`src/rtl/adc_seq_pkg.sv`:
```
// Overview of operation
// - any status_control_reg write aborts; restarts unless channel field is all ones
// - any converter_clock_config_reg write aborts the conversion at once
// - reset returns both result registers to their reset value
// - stop entry with async_clock_enable clear aborts the conversion
// - non-reset aborts leave the last completed result untouched
// - reset or a non-restarting abort drops the converter to its powered-down idle state
// - 8-bit short sample: first within 18 clocks plus 3 bus, later 16
// - 8-bit long sample: first within 38 clocks plus 3 bus, later 36
// - 10-bit short sample: first within 21 clocks plus 3 bus, later 19
// - 10-bit long sample: first within 41 clocks plus 3 bus, later 39
// - async clock adds at most 5 us start-up to a first conversion
// - sample window 3.5 converter clocks, 23.5 with long_sample_select; the code counts 4 and 24
// - approximation is rounded to nearest 8- or 10-bit code
// - 10-bit mode maps reference range onto 1024 equal steps; the rounding gives code 0 half a step and the top code one and a half
// - clock source from input_clock_select and async enable, ratio from divide field
// - completion stores result, sets complete flag, raises request if enabled
// - continuous mode restarts after every result transfer until aborted
// - 10-bit result blocked while high byte read and low not; restart
// - divide field divides the selected source by 1, 2, 4 or 8
package adc_seq_pkg;
    localparam int DATA_W = 8;
    localparam int ADDR_W = 3;
    localparam logic [ADDR_W-1:0] OFS_STATUS_CTRL = 3'h0;
    localparam logic [ADDR_W-1:0] OFS_RESULT_HIGH = 3'h1;
    localparam logic [ADDR_W-1:0] OFS_RESULT_LOW  = 3'h2;
    localparam logic [ADDR_W-1:0] OFS_CLOCK_CFG   = 3'h3;

    localparam int SC_FLAG_BIT = 7;
    localparam int SC_IRQ_BIT  = 6;
    localparam int SC_CONT_BIT = 5;
    localparam int CHAN_W      = 5;
    localparam logic [CHAN_W-1:0] CHAN_ALL_ONES = 5'h1F;

    localparam int CC_ASYNC_BIT  = 7;
    localparam int CC_DIV_LSB    = 5;
    localparam int DIV_W         = 2;
    localparam int CC_LONG_BIT   = 4;
    localparam int CC_MODE10_BIT = 3;
    localparam int CC_SEL_BIT    = 0;

    localparam int RES_W    = 10;
    localparam int RES8_W   = 8;
    localparam int APPROX_W = RES_W + 1;
    localparam int IDX_W    = 4;
    localparam logic [IDX_W-1:0] TOP_IDX     = 4'hA;
    localparam logic [IDX_W-1:0] LAST_IDX_10 = 4'h0;
    localparam logic [IDX_W-1:0] LAST_IDX_8  = 4'h2;
    localparam logic [RES_W-1:0] RES10_MAX   = 10'h3FF;
    localparam logic [RES_W-1:0] RES8_MAX    = 10'h0FF;

    localparam int CORE_CLK_MHZ   = 200;
    localparam int CNT_W          = 10;
    localparam int SYNC_BUS_CYC   = 3;
    localparam int ASYNC_START_NS = 5000;
    localparam int ASYNC_START_CYC = ASYNC_START_NS * CORE_CLK_MHZ / 1000;
    localparam int SAMPLE_SHORT_HALF = 7;
    localparam int SAMPLE_LONG_HALF  = 47;
    localparam logic [CNT_W-1:0] SYNC_LAST        = CNT_W'(SYNC_BUS_CYC - 1);
    localparam logic [CNT_W-1:0] ASYNC_START_LAST = CNT_W'(ASYNC_START_CYC - 1);
    localparam logic [CNT_W-1:0] SAMPLE_SHORT_TICKS = CNT_W'((SAMPLE_SHORT_HALF + 1) / 2);
    localparam logic [CNT_W-1:0] SAMPLE_LONG_TICKS  = CNT_W'((SAMPLE_LONG_HALF + 1) / 2);

    localparam logic [7:0] CONV_MAX_8S  = 8'h10;
    localparam logic [7:0] CONV_MAX_8L  = 8'h24;
    localparam logic [7:0] CONV_MAX_10S = 8'h13;
    localparam logic [7:0] CONV_MAX_10L = 8'h27;

    typedef enum logic [2:0] {
        ST_IDLE    = 3'b000,
        ST_SYNC    = 3'b001,
        ST_STARTUP = 3'b010,
        ST_SAMPLE  = 3'b011,
        ST_CONVERT = 3'b100,
        ST_ROUND   = 3'b101
    } conv_state_e;
endpackage

```
`src/rtl/adc_conversion_sequencer.sv`:
```
`timescale 1ns/1ps
module adc_conversion_sequencer (
    input  wire logic                                core_clk,
    input  wire logic                                reset_n,
    input  wire logic [adc_seq_pkg::ADDR_W-1:0]      regAddr,
    input  wire logic [adc_seq_pkg::DATA_W-1:0]      regWrData,
    input  wire logic                                regWrite,
    input  wire logic                                regRead,
    output logic      [adc_seq_pkg::DATA_W-1:0]      regRdData,
    input  wire logic                                stopMode,
    input  wire logic                                altClkTick,
    input  wire logic                                asyncClkPin,
    input  wire logic                                compGreater,
    output logic                                     converterOn,
    output logic                                     asyncOscOn,
    output logic                                     sampleOn,
    output logic      [adc_seq_pkg::APPROX_W-1:0]    dacCode,
    output logic      [adc_seq_pkg::CHAN_W-1:0]      channelSel,
    output logic                                     completionIrq
);
    localparam int StartMax = adc_seq_pkg::ASYNC_START_CYC;

    typedef struct packed {
        adc_seq_pkg::conv_state_e                state;
        logic [adc_seq_pkg::CNT_W-1:0]           cnt;
        logic [adc_seq_pkg::APPROX_W-1:0]        sar;
        logic [adc_seq_pkg::APPROX_W-1:0]        trial;
        logic [adc_seq_pkg::IDX_W-1:0]           bitIdx;
        logic                                    irqEn;
        logic                                    cont;
        logic [adc_seq_pkg::CHAN_W-1:0]          chan;
        logic [adc_seq_pkg::DATA_W-1:0]          clkCfg;
        logic [adc_seq_pkg::RES_W-1:0]           result;
        logic                                    flag;
        logic                                    readLock;
        logic                                    stopPrev;
        logic [2:0]                              asyncSync;
        logic [adc_seq_pkg::DATA_W-1:0]          rdData;
        logic                                    converterOn;
        logic                                    asyncOscOn;
        logic                                    sampleOn;
        logic                                    irqReq;
        logic [7:0]                              chkTicks;
    } seq_s;

    seq_s                                st_r;
    seq_s                                st_nxt;
    logic                                asyncEn;
    logic                                mode10;
    logic                                longSmp;
    logic                                srcTick;
    logic                                convTick;
    logic                                divClear;
    logic                                scWr;
    logic                                ccWr;
    logic                                stopAbort;
    logic                                abort;
    logic [adc_seq_pkg::CNT_W-1:0]       sampleTicks;
    logic [adc_seq_pkg::IDX_W-1:0]       lastIdx;
    logic [7:0]                          convMax;
    logic [adc_seq_pkg::APPROX_W-1:0]    sarNew;
    logic [adc_seq_pkg::APPROX_W-1:0]    nextBit;

    function automatic logic [adc_seq_pkg::RES_W-1:0] roundCode(
        input logic [adc_seq_pkg::APPROX_W-1:0] a,
        input logic                             wide
    );
        logic [adc_seq_pkg::RES_W:0] s;
        logic [adc_seq_pkg::RES_W:0] lim;
        // one guard bit below the code gives round-to-nearest
        if (wide) begin
            s = {1'b0, a[adc_seq_pkg::APPROX_W-1:1]} + (adc_seq_pkg::RES_W+1)'(a[0]);
            lim = {1'b0, adc_seq_pkg::RES10_MAX};
        end else begin
            s = (adc_seq_pkg::RES_W+1)'(a[adc_seq_pkg::APPROX_W-1:3]) +
                (adc_seq_pkg::RES_W+1)'(a[2]);
            lim = {1'b0, adc_seq_pkg::RES8_MAX};
        end
        // saturation is what widens the top code to one and a half steps
        if (s > lim) begin
            s = lim;
        end
        return s[adc_seq_pkg::RES_W-1:0];
    endfunction

    assign asyncEn = st_r.clkCfg[adc_seq_pkg::CC_ASYNC_BIT];
    assign mode10  = st_r.clkCfg[adc_seq_pkg::CC_MODE10_BIT];
    assign longSmp = st_r.clkCfg[adc_seq_pkg::CC_LONG_BIT];
    assign scWr = regWrite && regAddr == adc_seq_pkg::OFS_STATUS_CTRL;
    assign ccWr = regWrite && regAddr == adc_seq_pkg::OFS_CLOCK_CFG;
    assign stopAbort = stopMode && !st_r.stopPrev && !asyncEn;
    assign abort = scWr || ccWr || stopAbort;
    assign sampleTicks = longSmp ? adc_seq_pkg::SAMPLE_LONG_TICKS
                                 : adc_seq_pkg::SAMPLE_SHORT_TICKS;
    assign lastIdx = mode10 ? adc_seq_pkg::LAST_IDX_10 : adc_seq_pkg::LAST_IDX_8;
    assign convMax = mode10 ? (longSmp ? adc_seq_pkg::CONV_MAX_10L : adc_seq_pkg::CONV_MAX_10S)
                            : (longSmp ? adc_seq_pkg::CONV_MAX_8L : adc_seq_pkg::CONV_MAX_8S);

    // async source edges come from the second and third stage only
    always_comb begin
        if (asyncEn) begin
            srcTick = st_r.asyncSync[1] && !st_r.asyncSync[2];
        end else if (st_r.clkCfg[adc_seq_pkg::CC_SEL_BIT]) begin
            srcTick = 1'b1;
        end else begin
            srcTick = altClkTick;
        end
    end

    // the divider restarts at each sample phase so every window is whole
    assign divClear = !(st_r.state inside {adc_seq_pkg::ST_SAMPLE, adc_seq_pkg::ST_CONVERT});

    converter_clock_divider #(
        .DIV_W (adc_seq_pkg::DIV_W)
    ) uDivider (
        .core_clk (core_clk),
        .reset_n  (reset_n),
        .clear    (divClear),
        .srcTick  (srcTick),
        .divSel   (st_r.clkCfg[adc_seq_pkg::CC_DIV_LSB +: adc_seq_pkg::DIV_W]),
        .tick     (convTick)
    );

    assign sarNew  = compGreater ? st_r.trial : st_r.sar;
    assign nextBit = {{(adc_seq_pkg::APPROX_W-1){1'b0}}, 1'b1} << (st_r.bitIdx - 1'b1);

    always_comb begin
        st_nxt = st_r;
        st_nxt.asyncSync = {st_r.asyncSync[1:0], asyncClkPin};
        st_nxt.stopPrev = stopMode;
        st_nxt.rdData = '0;
        if (regRead) begin
            unique case (regAddr)
                adc_seq_pkg::OFS_STATUS_CTRL: st_nxt.rdData = {st_r.flag, st_r.irqEn,
                                                               st_r.cont, st_r.chan};
                adc_seq_pkg::OFS_RESULT_HIGH: st_nxt.rdData = mode10 ?
                    adc_seq_pkg::DATA_W'(st_r.result >> adc_seq_pkg::RES8_W) : '0;
                adc_seq_pkg::OFS_RESULT_LOW:  st_nxt.rdData = st_r.result[7:0];
                adc_seq_pkg::OFS_CLOCK_CFG:   st_nxt.rdData = st_r.clkCfg;
                default:                      st_nxt.rdData = '0;
            endcase
            if (regAddr == adc_seq_pkg::OFS_RESULT_HIGH && mode10) begin
                st_nxt.readLock = 1'b1;
            end
            if (regAddr == adc_seq_pkg::OFS_RESULT_LOW) begin
                st_nxt.readLock = 1'b0;
                st_nxt.flag = 1'b0;
            end
        end
        if (scWr) begin
            st_nxt.irqEn = regWrData[adc_seq_pkg::SC_IRQ_BIT];
            st_nxt.cont  = regWrData[adc_seq_pkg::SC_CONT_BIT];
            st_nxt.chan  = regWrData[adc_seq_pkg::CHAN_W-1:0];
            st_nxt.flag  = 1'b0;
        end
        if (ccWr) begin
            st_nxt.clkCfg = regWrData;
        end
        if (abort) begin
            // result untouched, flag kept except on a status write: a finishing round step is dropped
            st_nxt.state = adc_seq_pkg::ST_IDLE;
            st_nxt.cnt = '0;
            st_nxt.trial = '0;
            if (scWr && regWrData[adc_seq_pkg::CHAN_W-1:0] != adc_seq_pkg::CHAN_ALL_ONES) begin
                st_nxt.state = adc_seq_pkg::ST_SYNC;
            end
        end else begin
            unique case (st_r.state)
                adc_seq_pkg::ST_IDLE: begin
                end
                adc_seq_pkg::ST_SYNC: begin
                    st_nxt.cnt = st_r.cnt + 1'b1;
                    if (st_r.cnt == adc_seq_pkg::SYNC_LAST) begin
                        st_nxt.cnt = '0;
                        st_nxt.state = asyncEn ? adc_seq_pkg::ST_STARTUP
                                               : adc_seq_pkg::ST_SAMPLE;
                    end
                end
                adc_seq_pkg::ST_STARTUP: begin
                    st_nxt.cnt = st_r.cnt + 1'b1;
                    if (st_r.cnt == adc_seq_pkg::ASYNC_START_LAST) begin
                        st_nxt.cnt = '0;
                        st_nxt.state = adc_seq_pkg::ST_SAMPLE;
                    end
                end
                adc_seq_pkg::ST_SAMPLE: begin
                    if (convTick) begin
                        st_nxt.cnt = st_r.cnt + 1'b1;
                        if (st_r.cnt == sampleTicks - 1'b1) begin
                            st_nxt.cnt = '0;
                            st_nxt.state = adc_seq_pkg::ST_CONVERT;
                            st_nxt.sar = '0;
                            st_nxt.bitIdx = adc_seq_pkg::TOP_IDX;
                            st_nxt.trial = {1'b1, {(adc_seq_pkg::APPROX_W-1){1'b0}}};
                        end
                    end
                end
                adc_seq_pkg::ST_CONVERT: begin
                    if (convTick) begin
                        st_nxt.sar = sarNew;
                        if (st_r.bitIdx == lastIdx) begin
                            st_nxt.state = adc_seq_pkg::ST_ROUND;
                        end else begin
                            st_nxt.bitIdx = st_r.bitIdx - 1'b1;
                            st_nxt.trial = sarNew | nextBit;
                        end
                    end
                end
                adc_seq_pkg::ST_ROUND: begin
                    st_nxt.state = adc_seq_pkg::ST_SAMPLE;
                    if (!(mode10 && st_r.readLock)) begin
                        st_nxt.result = roundCode(st_r.sar, mode10);
                        st_nxt.flag = 1'b1;
                        if (!st_r.cont) begin
                            st_nxt.state = adc_seq_pkg::ST_IDLE;
                        end
                    end
                end
                default: st_nxt.state = adc_seq_pkg::ST_IDLE;
            endcase
        end
        st_nxt.converterOn = st_nxt.state != adc_seq_pkg::ST_IDLE;
        st_nxt.asyncOscOn = st_nxt.converterOn && st_nxt.clkCfg[adc_seq_pkg::CC_ASYNC_BIT];
        st_nxt.sampleOn = st_nxt.state == adc_seq_pkg::ST_SAMPLE;
        st_nxt.irqReq = st_nxt.flag && st_nxt.irqEn;
        if (st_r.state inside {adc_seq_pkg::ST_SAMPLE, adc_seq_pkg::ST_CONVERT}) begin
            st_nxt.chkTicks = st_r.chkTicks + 8'(convTick);
        end else begin
            st_nxt.chkTicks = '0;
        end
    end

    always_ff @(posedge core_clk) begin
        if (!reset_n) begin
            st_r <= '0;
        end else begin
            st_r <= st_nxt;
        end
    end

    assign regRdData     = st_r.rdData;
    assign converterOn   = st_r.converterOn;
    assign asyncOscOn    = st_r.asyncOscOn;
    assign sampleOn      = st_r.sampleOn;
    assign dacCode       = st_r.trial;
    assign channelSel    = st_r.chan;
    assign completionIrq = st_r.irqReq;
endmodule

```
`src/rtl/converter_clock_divider.sv`:
```
`timescale 1ns/1ps
module converter_clock_divider #(
    parameter int DIV_W = 2
) (
    input  wire logic             core_clk,
    input  wire logic             reset_n,
    input  wire logic             clear,
    input  wire logic             srcTick,
    input  wire logic [DIV_W-1:0] divSel,
    output logic                  tick
);
    localparam int CNT_W = (1 << DIV_W) - 1;

    typedef struct packed {
        logic [CNT_W-1:0] cnt;
        logic             tick;
    } div_s;

    div_s             st_r;
    div_s             st_nxt;
    logic [CNT_W-1:0] lastCnt;

    if (DIV_W < 1 || DIV_W > 4) begin : gCheck
        $error("divider width not supported");
    end

    always_comb begin
        lastCnt = CNT_W'((1 << divSel) - 1);
        st_nxt = st_r;
        st_nxt.tick = 1'b0;
        if (clear) begin
            st_nxt.cnt = '0;
        end else if (srcTick) begin
            if (st_r.cnt >= lastCnt) begin
                st_nxt.cnt = '0;
                st_nxt.tick = 1'b1;
            end else begin
                st_nxt.cnt = st_r.cnt + 1'b1;
            end
        end
    end

    always_ff @(posedge core_clk) begin
        if (!reset_n) begin
            st_r <= '0;
        end else begin
            st_r <= st_nxt;
        end
    end

    assign tick = st_r.tick;
endmodule

```
`config.mk`:
```
export PLATFORM = sky130hd
export DESIGN_NAME = adc_conversion_sequencer
export DESIGN_NICKNAME = d
export VERILOG_FILES = /design/src/rtl/adc_seq_pkg.sv /design/src/rtl/adc_conversion_sequencer.sv /design/src/rtl/converter_clock_divider.sv
export SDC_FILE = /design/constraint.sdc
export NUM_CORES = 1
export LEC_CHECK = 0
export BUFFER_PORTS_ARGS = -buffer_cell sky130_fd_sc_hd__buf_2
export CAP_MARGIN = 20
export CORE_MARGIN = 3
export CORE_UTILIZATION = 55
export CTS_CLUSTER_DIAMETER = 150
export DETAILED_ROUTE_END_ITERATION = 10
export PLACE_DENSITY = 0.82
export SLEW_MARGIN = 20
export SYNTH_ARGS = -nofsm -noshare
export SYNTH_HDL_FRONTEND = slang
export SYNTH_SLANG_ARGS = --single-unit
```
`constraint.sdc`:
```
create_clock -name core_clk -period 2.95 [get_ports core_clk]
set_input_delay 0.1475 -clock core_clk [delete_from_list [all_inputs] [get_ports core_clk]]
set_output_delay 0.1475 -clock core_clk [all_outputs]
set_load 0.01 [all_outputs]
```
==> results.md, run 1 <==
- Setup TNS: 0 ps
- Syn Nets: 600
- Initial DRT Pass Iterations: 5
- Input/output buffers: 46
- Min Tclk post-route: 2556 ps
- Ys Warns: 0
- Clk sink count: 86
- Mapped Cells: 566
- Met3 usage: 3.043%
- # DRC: 0
- Met2 Use GR: 36.51%
- Commonest non-fill, non-tap cell in the layout: dfxtp_1
- PnR worst setup slack: 393.6 ps
- Hold_sp: regWrData[5]
- Area growth syn-to-layout: 6.202%
- Top cells by area, synth: dfxtp_1, mux2i_1, nand2_1
- Post-synth top flop: dfxtp_1
- Final core utilization: 60.71%
- Site Rows: 33
- IO Count: 47
- Slowest CP cell: or4b_4
- Wire per inst: 15.25 um
- EDFF count, synth: 0
- Chip width: 98.65 um
- Power density over the cells: 422.3 nW/um^2
- Design area: 5014 um^2
- Crit-path max FO: 10
- RSZ-0062 raised after global routing: no
- Hold WC Path Type: in -> reg
- Critical path, cell by cell: ha_1, or4b_4, a2111oi_4, a211oi_1, o221ai_2, nor2_1
- Met1 Track Usage GR: 29.07%
- Post-cts resize count: 0
- GR Util All Layers: 21.86%
- VDD IR-drop max: 0.1807 mV
- Drt first-iter violations: 315
- Final hold violation count: 0
- Worst Tran Pin Value: 809.9 ps
- Die Span Y: 98.65 um
- Critical path class: reg -> reg
- Core area: 8258 um^2
- Crit path capture type: flop
- CTS H-tree lvls: 3
- Seq/Total Area, Yosys: 36.47%
- Worst r2r dst: st_r[83]
- Max clock buf depth: 2
- TritonCTS clock tree: done
- Worst stage delay on the critical path: 540 ps
- RR Startpoint: st_r[77]
- Slew HR: 45.87%
- CP startpoint kind: flop
- Synthesized area per cell: 8.341 um^2
- WL final: 10390 um
- Largest net degree at the start of global routing: 35
- Vias in the first global route: 3776
- Skew final: 15.55 ps
- Pwr Total: 2.117 mW
- Post-layout net count: 605
- Clk root buf: clkbuf_8
- Post-Place Worst Slack: 402.5 ps
- # Max-Cap Violations: 0
- Remaining antenna violation count: 0
- Worst endpoint required time: 3180 ps
- Syn Std Cell Area: 4721 um^2
- DP Wirelength: 7674 um
- Crit path arrival time: 2780 ps
- Starting Density: 57.17%
- Worst-skew pair later-pin latency: 370 ps
- Endpoints failing setup: 0
- Most frequent cells in the layout: dfxtp_1, nand2_1, nor2_1, buf_2
- Vias per inst: 5.840
- First-pass GRT wire length: 17800 um
- Hold EP: st_r[41]
- Layout cells sized above 1: 14.58%
- Async SR Flop Fraction: 0%
- Initial antenna violation count: 0
- Largest area contributor in the netlist: dfxtp_1
- Flops & latches, synth: 86
- Total number of vias: 3977
- Status: finished clean
- Num CTS Buffers: 9
- Busiest grt layer: met2
- Gpl congestion: 0.9388
- WHS Path Cells: 3
- Clock Pin Slew Worst Setup and Hold Paths: 100 ps
- Inserted Diodes: 0
- Final Cycle Share: 86.66%
- Placed Area: 4797 um^2
- Fmax: 391.2 MHz
- Cell variety after synth: 58
- Die footprint: 9731 um^2
- Worst Reg-to-Reg Cells: 6
- Setup Buffers After CTS: 0
- R2R setup slack: 390 ps
- Slew Viols, Final: 0
- Synth top area share: 36.47%
- Overflow after GRT: 0
- Lkg Pwr: 1.895 nW
==> synthesized netlist by cell type, drive strengths merged (2+ instances only) <==
master,count
nand2,64
a22o,7
clkbuf,25
a311oi,2
nor4b,2
dfxtp,86
nor2,59
o21a,6
nand3b,4
xor2,11
or2,4
nor4,3
o211ai,2
nor3,13
and3b,2
nand3,23
or4b,4
ha,15
a21boi,18
o22ai,4
nand4b,3
a2111oi,2
a211oi,13
or3b,2
a21o,3
and2,8
buf,34
nand4,8
nand2b,3
o21bai,4
nor2b,9
o21ai,23
mux2i,27
nor3b,3
inv,11
xnor2,11
a211o,3
and3,5
a21oi,28
==> layout make-up <==
cell class	count	area (um^2)
Multi-Input combinational cell	410	2635
Fill cell	730	3244
Tap cell	105	131.4
Clock inverter	6	68.82
Timing Repair Buffer	53	287.8
Sequential cell	86	1722
Inverter	11	41.29
Clock buffer	10	127.6
==> through the flow <==
stage,std cells,hold WS [ps]
finish,681,39.60
global route,681,51.16
CTS,681,38.70
detailed placement,663,362.1
global placement,663,352.0
floorplan,566,269.2
==> logic make-up after synthesis <==
kind of cell	synth area share, %
flops	36.47
compound gates	18.45
simple gates	23.59
fa+ha+maj	3.976
mux	5.725
buf+inv	7.713
xor+xnor	4.082
==> where the power goes <==
part	leakage, nW	switching (mW)	internal, mW
clock	0.0973	0.435	0.398
combinational	1.10	0.0679	0.0423
sequential	0.694	0.00627	1.17
==> worst max path at each step <==
stage               startpoint        to  depth (start not counted)
finish                st_r[77]  st_r[83]                          6
global route          st_r[77]  st_r[84]                          6
floorplan             st_r[77]  st_r[78]                          6
global placement      st_r[77]  st_r[78]                          6
detailed placement    st_r[77]  st_r[83]                          6
CTS                   st_r[77]  st_r[83]                          6
==> worst max-delay path: cells and delay by family (launching register included) <==
kind,cells,cell delay (ps)
AOI/OAI and AO/OA,3,1090
and+or+nand+nor,2,650
adders and majority gates,1,290
DFF,1,390
==> layer usage <==
metal	routed length, um	share of wire [%]
met2	4999	48
met5	0	0
met4	119	1.1
met1	4687	45
met3	578	5.6
==> state kept, by name (all words and copies together) (netlist names) <==
register	count
st_r	49
dacCode	11
regRdData	8
channelSel	5
uDivider.st_r	3
st_nxt	2
asyncEn	1
asyncOscOn	1
completionIrq	1
converterOn	1
longSmp	1
mode10	1
sampleOn	1
uDivider.tick	1
==> repair_timing <==
action                                  in CTS  in global routing
hold buffers                                 2                  0
endpoints found under the setup margin       0                  0
hold endpoints to repair                     2                  0
(Power assumes the default switching activity.)
==> run 2, diff against run 1 <==
--- a/config.mk
+++ b/config.mk
@@ -11,7 +11,9 @@
 export CORE_UTILIZATION = 55
 export CTS_CLUSTER_DIAMETER = 150
 export DETAILED_ROUTE_END_ITERATION = 10
+export GPL_TIMING_DRIVEN = 0
 export PLACE_DENSITY = 0.82
+export REMOVE_ABC_BUFFERS = 1
 export SLEW_MARGIN = 20
 export SYNTH_ARGS = -nofsm -noshare
 export SYNTH_HDL_FRONTEND = slang
==> results.md, run 2 (synthesis results as in run 1) <==
- VDD IR-drop max: 0.2542 mV (+41%)
- Starting Density: 57.17% (unchanged)
- DP Wirelength: 7574 um (-1.3%)
- Wire per inst: 15.87 um (+4.1%)
- Inserted Diodes: 0 (unchanged)
- First-pass GRT wire length: 18080 um (+1.6%)
- IO Count: 47 (unchanged)
- CTS H-tree lvls: 3 (unchanged)
- Num CTS Buffers: 9 (unchanged)
- Status: finished clean
- R2R setup slack: 370 ps (-20 ps)
- Design area: 5024 um^2 (+0.20%)
- Clk root buf: clkbuf_8
- Min Tclk post-route: 2577 ps (+20.95 ps)
- Placed Area: 4770 um^2 (-0.57%)
- Endpoints failing setup: 0 (unchanged)
- Core area: 8258 um^2 (unchanged)
- GR Util All Layers: 22.31% (+0.45 points)
- Die footprint: 9731 um^2 (unchanged)
- Crit path capture type: flop
- Power density over the cells: 459.2 nW/um^2 (+8.7%)
- Skew final: 14.13 ps (-1.426 ps)
- Most frequent cells in the layout: dfxtp_1, nand2_1, nor2_1, buf_2
- PnR worst setup slack: 372.6 ps (-20.95 ps)
- Worst-skew pair later-pin latency: 370 ps (about the same)
- Final hold violation count: 0 (unchanged)
- TritonCTS clock tree: done
- Pwr Total: 2.307 mW (+9.0%)
- Max reg flops: 49 (unchanged)
- Layout cells sized above 1: 14.39% (-0.20 points)
- # Max-Cap Violations: 0 (unchanged)
- Critical path class: reg -> reg
- # DRC: 0 (unchanged)
- Placed cells: 658 (-0.75%)
- Register area: 1722 um^2 (unchanged)
- WHS: 19.57 ps (-20.03 ps)
- Initial DRT Pass Iterations: 5 (unchanged)
- Clk sink count: 86 (unchanged)
- Die Span Y: 98.65 um (unchanged)
- Setup TNS: 0 ps (unchanged)
- Layout Cells excl Fill: 675 (-0.88%)
- Worst endpoint required time: 3170 ps (about the same)
- Vias per inst: 5.999 (+2.7%)
- Slew Viols, Final: 0 (unchanged)
- Hold_sp: stopMode
- Initial antenna violation count: 0 (unchanged)
- Worst r2r dst: st_r[78]
- Final Cycle Share: 87.37% (+0.71 points)
- RR Startpoint: st_r[77]
- RSZ-0062 raised after global routing: no
- Overflow after GRT: 0 (unchanged)
- Slew HR: 32.73% (-13 points)
- Crit-path max FO: 10 (unchanged)
- Area growth syn-to-layout: 6.414%
- Lkg Pwr: 1.894 nW (-0.10%)
- Most flop-heavy register: st_r
- Final core utilization: 60.83% (+0.12 points)
- WHS Path Cells: 2 (-1)
- Worst Reg-to-Reg Cells: 6 (unchanged)
- Post-layout net count: 599 (-0.99%)
- Site Rows: 33 (unchanged)
- Hold WC Path Type: in -> reg
- Fmax: 388.0 MHz (-0.81%)
- Total number of vias: 4049 (+1.8%)
- Post-Place Worst Slack: 367.1 ps (-35.45 ps)
- Input/output buffers: 46 (unchanged)
- Max clock buf depth: 2 (unchanged)
- Clock Pin Slew Worst Setup and Hold Paths: 90 ps (about the same)
- CP startpoint kind: flop
- Post-cts resize count: 0 (unchanged)
- Hold EP: st_r[23]
- Vias in the first global route: 3882 (+2.8%)
- FILL cells: 723 (-0.96%)
- Area of the multi-input gates: 2645 um^2 (+0.38%)
- Largest net degree at the start of global routing: 54 (+54%)
- Remaining antenna violation count: 0 (unchanged)
- WL final: 10710 um (+3.1%)
- Commonest non-fill, non-tap cell in the layout: dfxtp_1
- Crit path arrival time: 2800 ps (+20 ps)
- Worst Tran Pin Value: 1008 ps (+197.8 ps)
- Gpl congestion: 0.8645 (-7.9%)
- Chip width: 98.65 um (unchanged)
- Drt first-iter violations: 203 (-36%)
## run 2: cell types whose count changed in the layout (fill, tap and decap cells not counted)
cell,delta
dlygate4sd3_1,-1
nor3b_2,+1
a211oi_1,-1
clkbuf_1,-1
bufinv_16,+2
a211oi_2,+1
nor3b_1,-1
clkinv_4,-1
buf_4,-5
## run 2: where the power goes
group / internal [mW] / leakage, nW / switching, mW
logic: 0.0399 / 1.08 / 0.0656
registers: 1.17 / 0.694 / 0.00851
clock network: 0.567 / 0.120 / 0.457
## run 2: worst max-delay path by stage
stage | start | endpoint | slack (ps) | cells after the start
after global routing | st_r[77] | st_r[80] | 190 | 6
after detailed placement | regAddr[0] | st_r[31] | 370 | 6
after CTS | st_r[77] | st_r[78] | 360 | 6
final | st_r[77] | st_r[78] | 370 | 6
after floorplan | st_r[77] | dacCode[10] | 700 | 6
after global placement | regAddr[0] | st_r[31] | 20 | 6
## run 2: timing repair
| action | in CTS | in global routing |
|---|---|---|
| hold endpoints to repair | 1 | 0 |
| hold buffers | 1 | 0 |
| buffers inserted | 0 | 0 |
| endpoints found under the setup margin | 0 | 0 |
## run 2: metal layers
metal,vias to the layer above,GRT usage [%],wire length [um]
met3,17,3.185,626
met5,-,0,0
li1,1965,-,-
met2,137,37.29,5199
met1,1930,29.16,4702
met4,0,8.718,184
## run 2: cell type report
cell class,instances,share of cell area (%)
Sequential cell,86,34.27
Multi-Input combinational cell,410,52.65
Tap cell,105,2.615
Clock buffer,9,2.466
Clock inverter,7,2.391
Inverter,11,0.8219
Timing Repair Buffer,47,4.782
## run 2: critical path: stages, from the launching register on
cell and delay, ps:
dfxtp_1 400, ha_1 300, or4b_4 540, a2111oi_4 510
a211oi_1 150, o221ai_2 420, a211oi_1 100
==> run 3, diff against run 2 <==
==> constraint.sdc (replaced) <==
create_clock -name core_clk -period 2.95 [get_ports core_clk]
set_input_delay 0 -clock core_clk [delete_from_list [all_inputs] [get_ports core_clk]]
set_output_delay 0 -clock core_clk [all_outputs]
set_load 0.01 [all_outputs]
==> results.md, run 3 (synthesis results as in run 1) <==
- Initial DRT Pass Iterations: 5 (unchanged)
- Register area: 1722 um^2 (unchanged)
- Core area: 8258 um^2 (unchanged)
- Starting Density: 57.17% (unchanged)
- Most flop-heavy register: st_r
- Inserted Diodes: 0 (unchanged)
- Sequential power share: 50.8% (-0.2 points)
- Vias per inst: 5.987 (-0.19%)
- CTS H-tree lvls: 3 (unchanged)
- Int Pwr: 1.783 mW (+0.44%)
- Layout cells sized above 1: 14.16% (-0.22 points)
- Post-layout net count: 608 (+1.5%)
- PnR worst setup slack: 365.4 ps (-7.269 ps)
- VDD IR-drop max: 0.2533 mV (-0.36%)
- Layout Cells excl Fill: 684 (+1.3%)
- Vias in the first global route: 3960 (+2.0%)
- Gpl congestion: 0.8645 (unchanged)
- Initial antenna violation count: 0 (unchanged)
- Pwr Total: 2.315 mW (+0.38%)
- WL final: 10860 um (+1.4%)
- Area growth syn-to-layout: 8.322%
- Crit path arrival time: 2810 ps (about the same)
- Endpoints failing setup: 0 (unchanged)
- GR Util All Layers: 22.58% (+0.27 points)
- Lkg Pwr: 1.931 nW (+2.0%)
- RSZ-0062 raised after global routing: no
- Drt first-iter violations: 227 (+12%)
- Sw power: 0.5324 mW (+0.18%)
- Clock Pin Slew Worst Setup and Hold Paths: 90 ps (about the same)
- Die Span Y: 98.65 um (unchanged)
- Final hold violation count: 0 (unchanged)
- TritonCTS clock tree: done
- Worst Tran Pin Value: 1018 ps (+10.39 ps)
- Input/output buffers: 46 (unchanged)
- Area of the multi-input gates: 2645 um^2 (unchanged)
- WHS: 48.84 ps (+29.27 ps)
- Chip width: 98.65 um (unchanged)
- Critical path class: reg -> reg
- Clk root buf: clkbuf_8
- Most used cell along the critical path: a211oi_1
- Post-cts resize count: 0 (unchanged)
- Comb pwr share: 5.0% (+0.4 points)
- Commonest non-fill, non-tap cell in the layout: dfxtp_1
- Setup Buffers After CTS: 0 (unchanged)
- CP startpoint kind: flop
- Fmax: 386.9 MHz (-0.28%)
- Clk sink count: 86 (unchanged)
- Worst endpoint required time: 3170 ps (about the same)
- Worst-skew pair later-pin latency: 370 ps (about the same)
- Largest net degree at the start of global routing: 54 (unchanged)
- Most frequent cells in the layout: dfxtp_1, nand2_1, nor2_1, buf_2
- Critical path buffer and inverter count: 0 (unchanged)
- CP top delay family: compound AO/OA/AOI/OAI gates
- Overflow after GRT: 0 (unchanged)
- Min Tclk post-route: 2585 ps (+7.269 ps)
- Slew Viols, Final: 0 (unchanged)
- DP Wirelength: 7574 um (unchanged)
- Die footprint: 9731 um^2 (unchanged)
- Slowest CP cell: or4b_4
- Remaining antenna violation count: 0 (unchanged)
- Final Cycle Share: 87.61% (+0.25 points)
- Worst stage delay on the critical path: 540 ps (about the same)
- Num CTS Buffers: 9 (unchanged)
- FILL cells: 710 (-1.8%)
- Placed cells: 658 (unchanged)
- Slew HR: 32.04% (-0.69 points)
- Wire per inst: 15.88 um (about the same)
- IO Count: 47 (unchanged)
- # Max-Cap Violations: 0 (unchanged)
- Status: finished clean
- Sw frac: 22.99% (-0.045 points)
- Hold WC Path Type: in -> reg
- Setup TNS: 0 ps (unchanged)
- First-pass GRT wire length: 18290 um (+1.1%)
- Crit path capture type: flop
- # DRC: 0 (unchanged)
- Critical path, cell by cell: ha_1, or4b_4, a2111oi_4, a211oi_1, o221ai_2, a211oi_1
- Post-Place Worst Slack: 378.0 ps (+10.89 ps)
- Crit-path max FO: 10 (unchanged)
- Max reg flops: 49 (unchanged)
- Total number of vias: 4095 (+1.1%)
- Skew final: 14.60 ps (+0.4700 ps)
- Power density over the cells: 452.8 nW/um^2 (-1.4%)
- Clk pwr share: 44.2% (-0.2 points)
- Site Rows: 33 (unchanged)
- Max clock buf depth: 2 (unchanged)
-- run 3: cell types whose count changed in the layout (fill, tap and decap cells not counted), sizes merged --
| cell | delta |
|---|---|
| dlygate4sd3 | +9 |
-- run 3: area by class of cell --
class                      instances  share of cell area, %
clock buffer                       9                  2.422
clock inverter                     7                  2.349
inverter                          11                 0.8074
multi-input combinational        410                  51.73
sequential                        86                  33.67
tap                              105                  2.569
timing repair buffer              56                  6.460
-- run 3: path summary, 6_finish.rpt --
path | startpoint | endpoint | slack [ps] | cells after the start
worst max-delay path | st_r[77] | st_r[78] | 370 | 6
worst min-delay path | regAddr[2] | channelSel[4] | 50 | 4
worst max register to register | st_r[77] | st_r[78] | 370 | 6
worst min register to register | st_nxt[22] | st_r[22] | 460 | 1
-- run 3: power groups by stage --
| stage | Combinational, mW | Sequential (mW) | Clock (mW) |
|---|---|---|---|
| after floorplan | 0.0519 | 1.20 | 0 |
| after global placement | 0.101 | 1.20 | 0 |
| after detailed placement | 0.103 | 1.20 | 0 |
| after CTS | 0.114 | 1.18 | 1.03 |
| after global routing | 0.125 | 1.18 | 1.08 |
| final | 0.115 | 1.18 | 1.02 |
-- run 3: repair_timing --
item | in CTS | in global routing
endpoints found under the setup margin | 0 | 0
hold buffers | 10 | 0
endpoints found under the hold margin | 18 | 0
-- run 3: per-layer routing --
layer	up-vias	share of wire, %	GRT usage, %
met4	0	1.9	9.034
met5	-	0	0
met3	18	6.0	3.255
li1	1981	-	-
met2	147	48	37.86
met1	1949	44	29.30
-- run 3: per-stage QoR --
step / utilization [%] / cell area (um^2)
floorplan: - / 4398
global placement: 57.64 / 4760
detailed placement: 57.76 / 4770
CTS: 61.92 / 5114
global route: 61.92 / 5114
finish: 61.92 / 5114
-- run 3: worst reg2reg max path, cell delays in order (launching register included) --
cell	delay (ps)
dfxtp_1	410
ha_1	310
or4b_4	540
a2111oi_4	510
a211oi_1	150
o221ai_2	430
a211oi_1	110
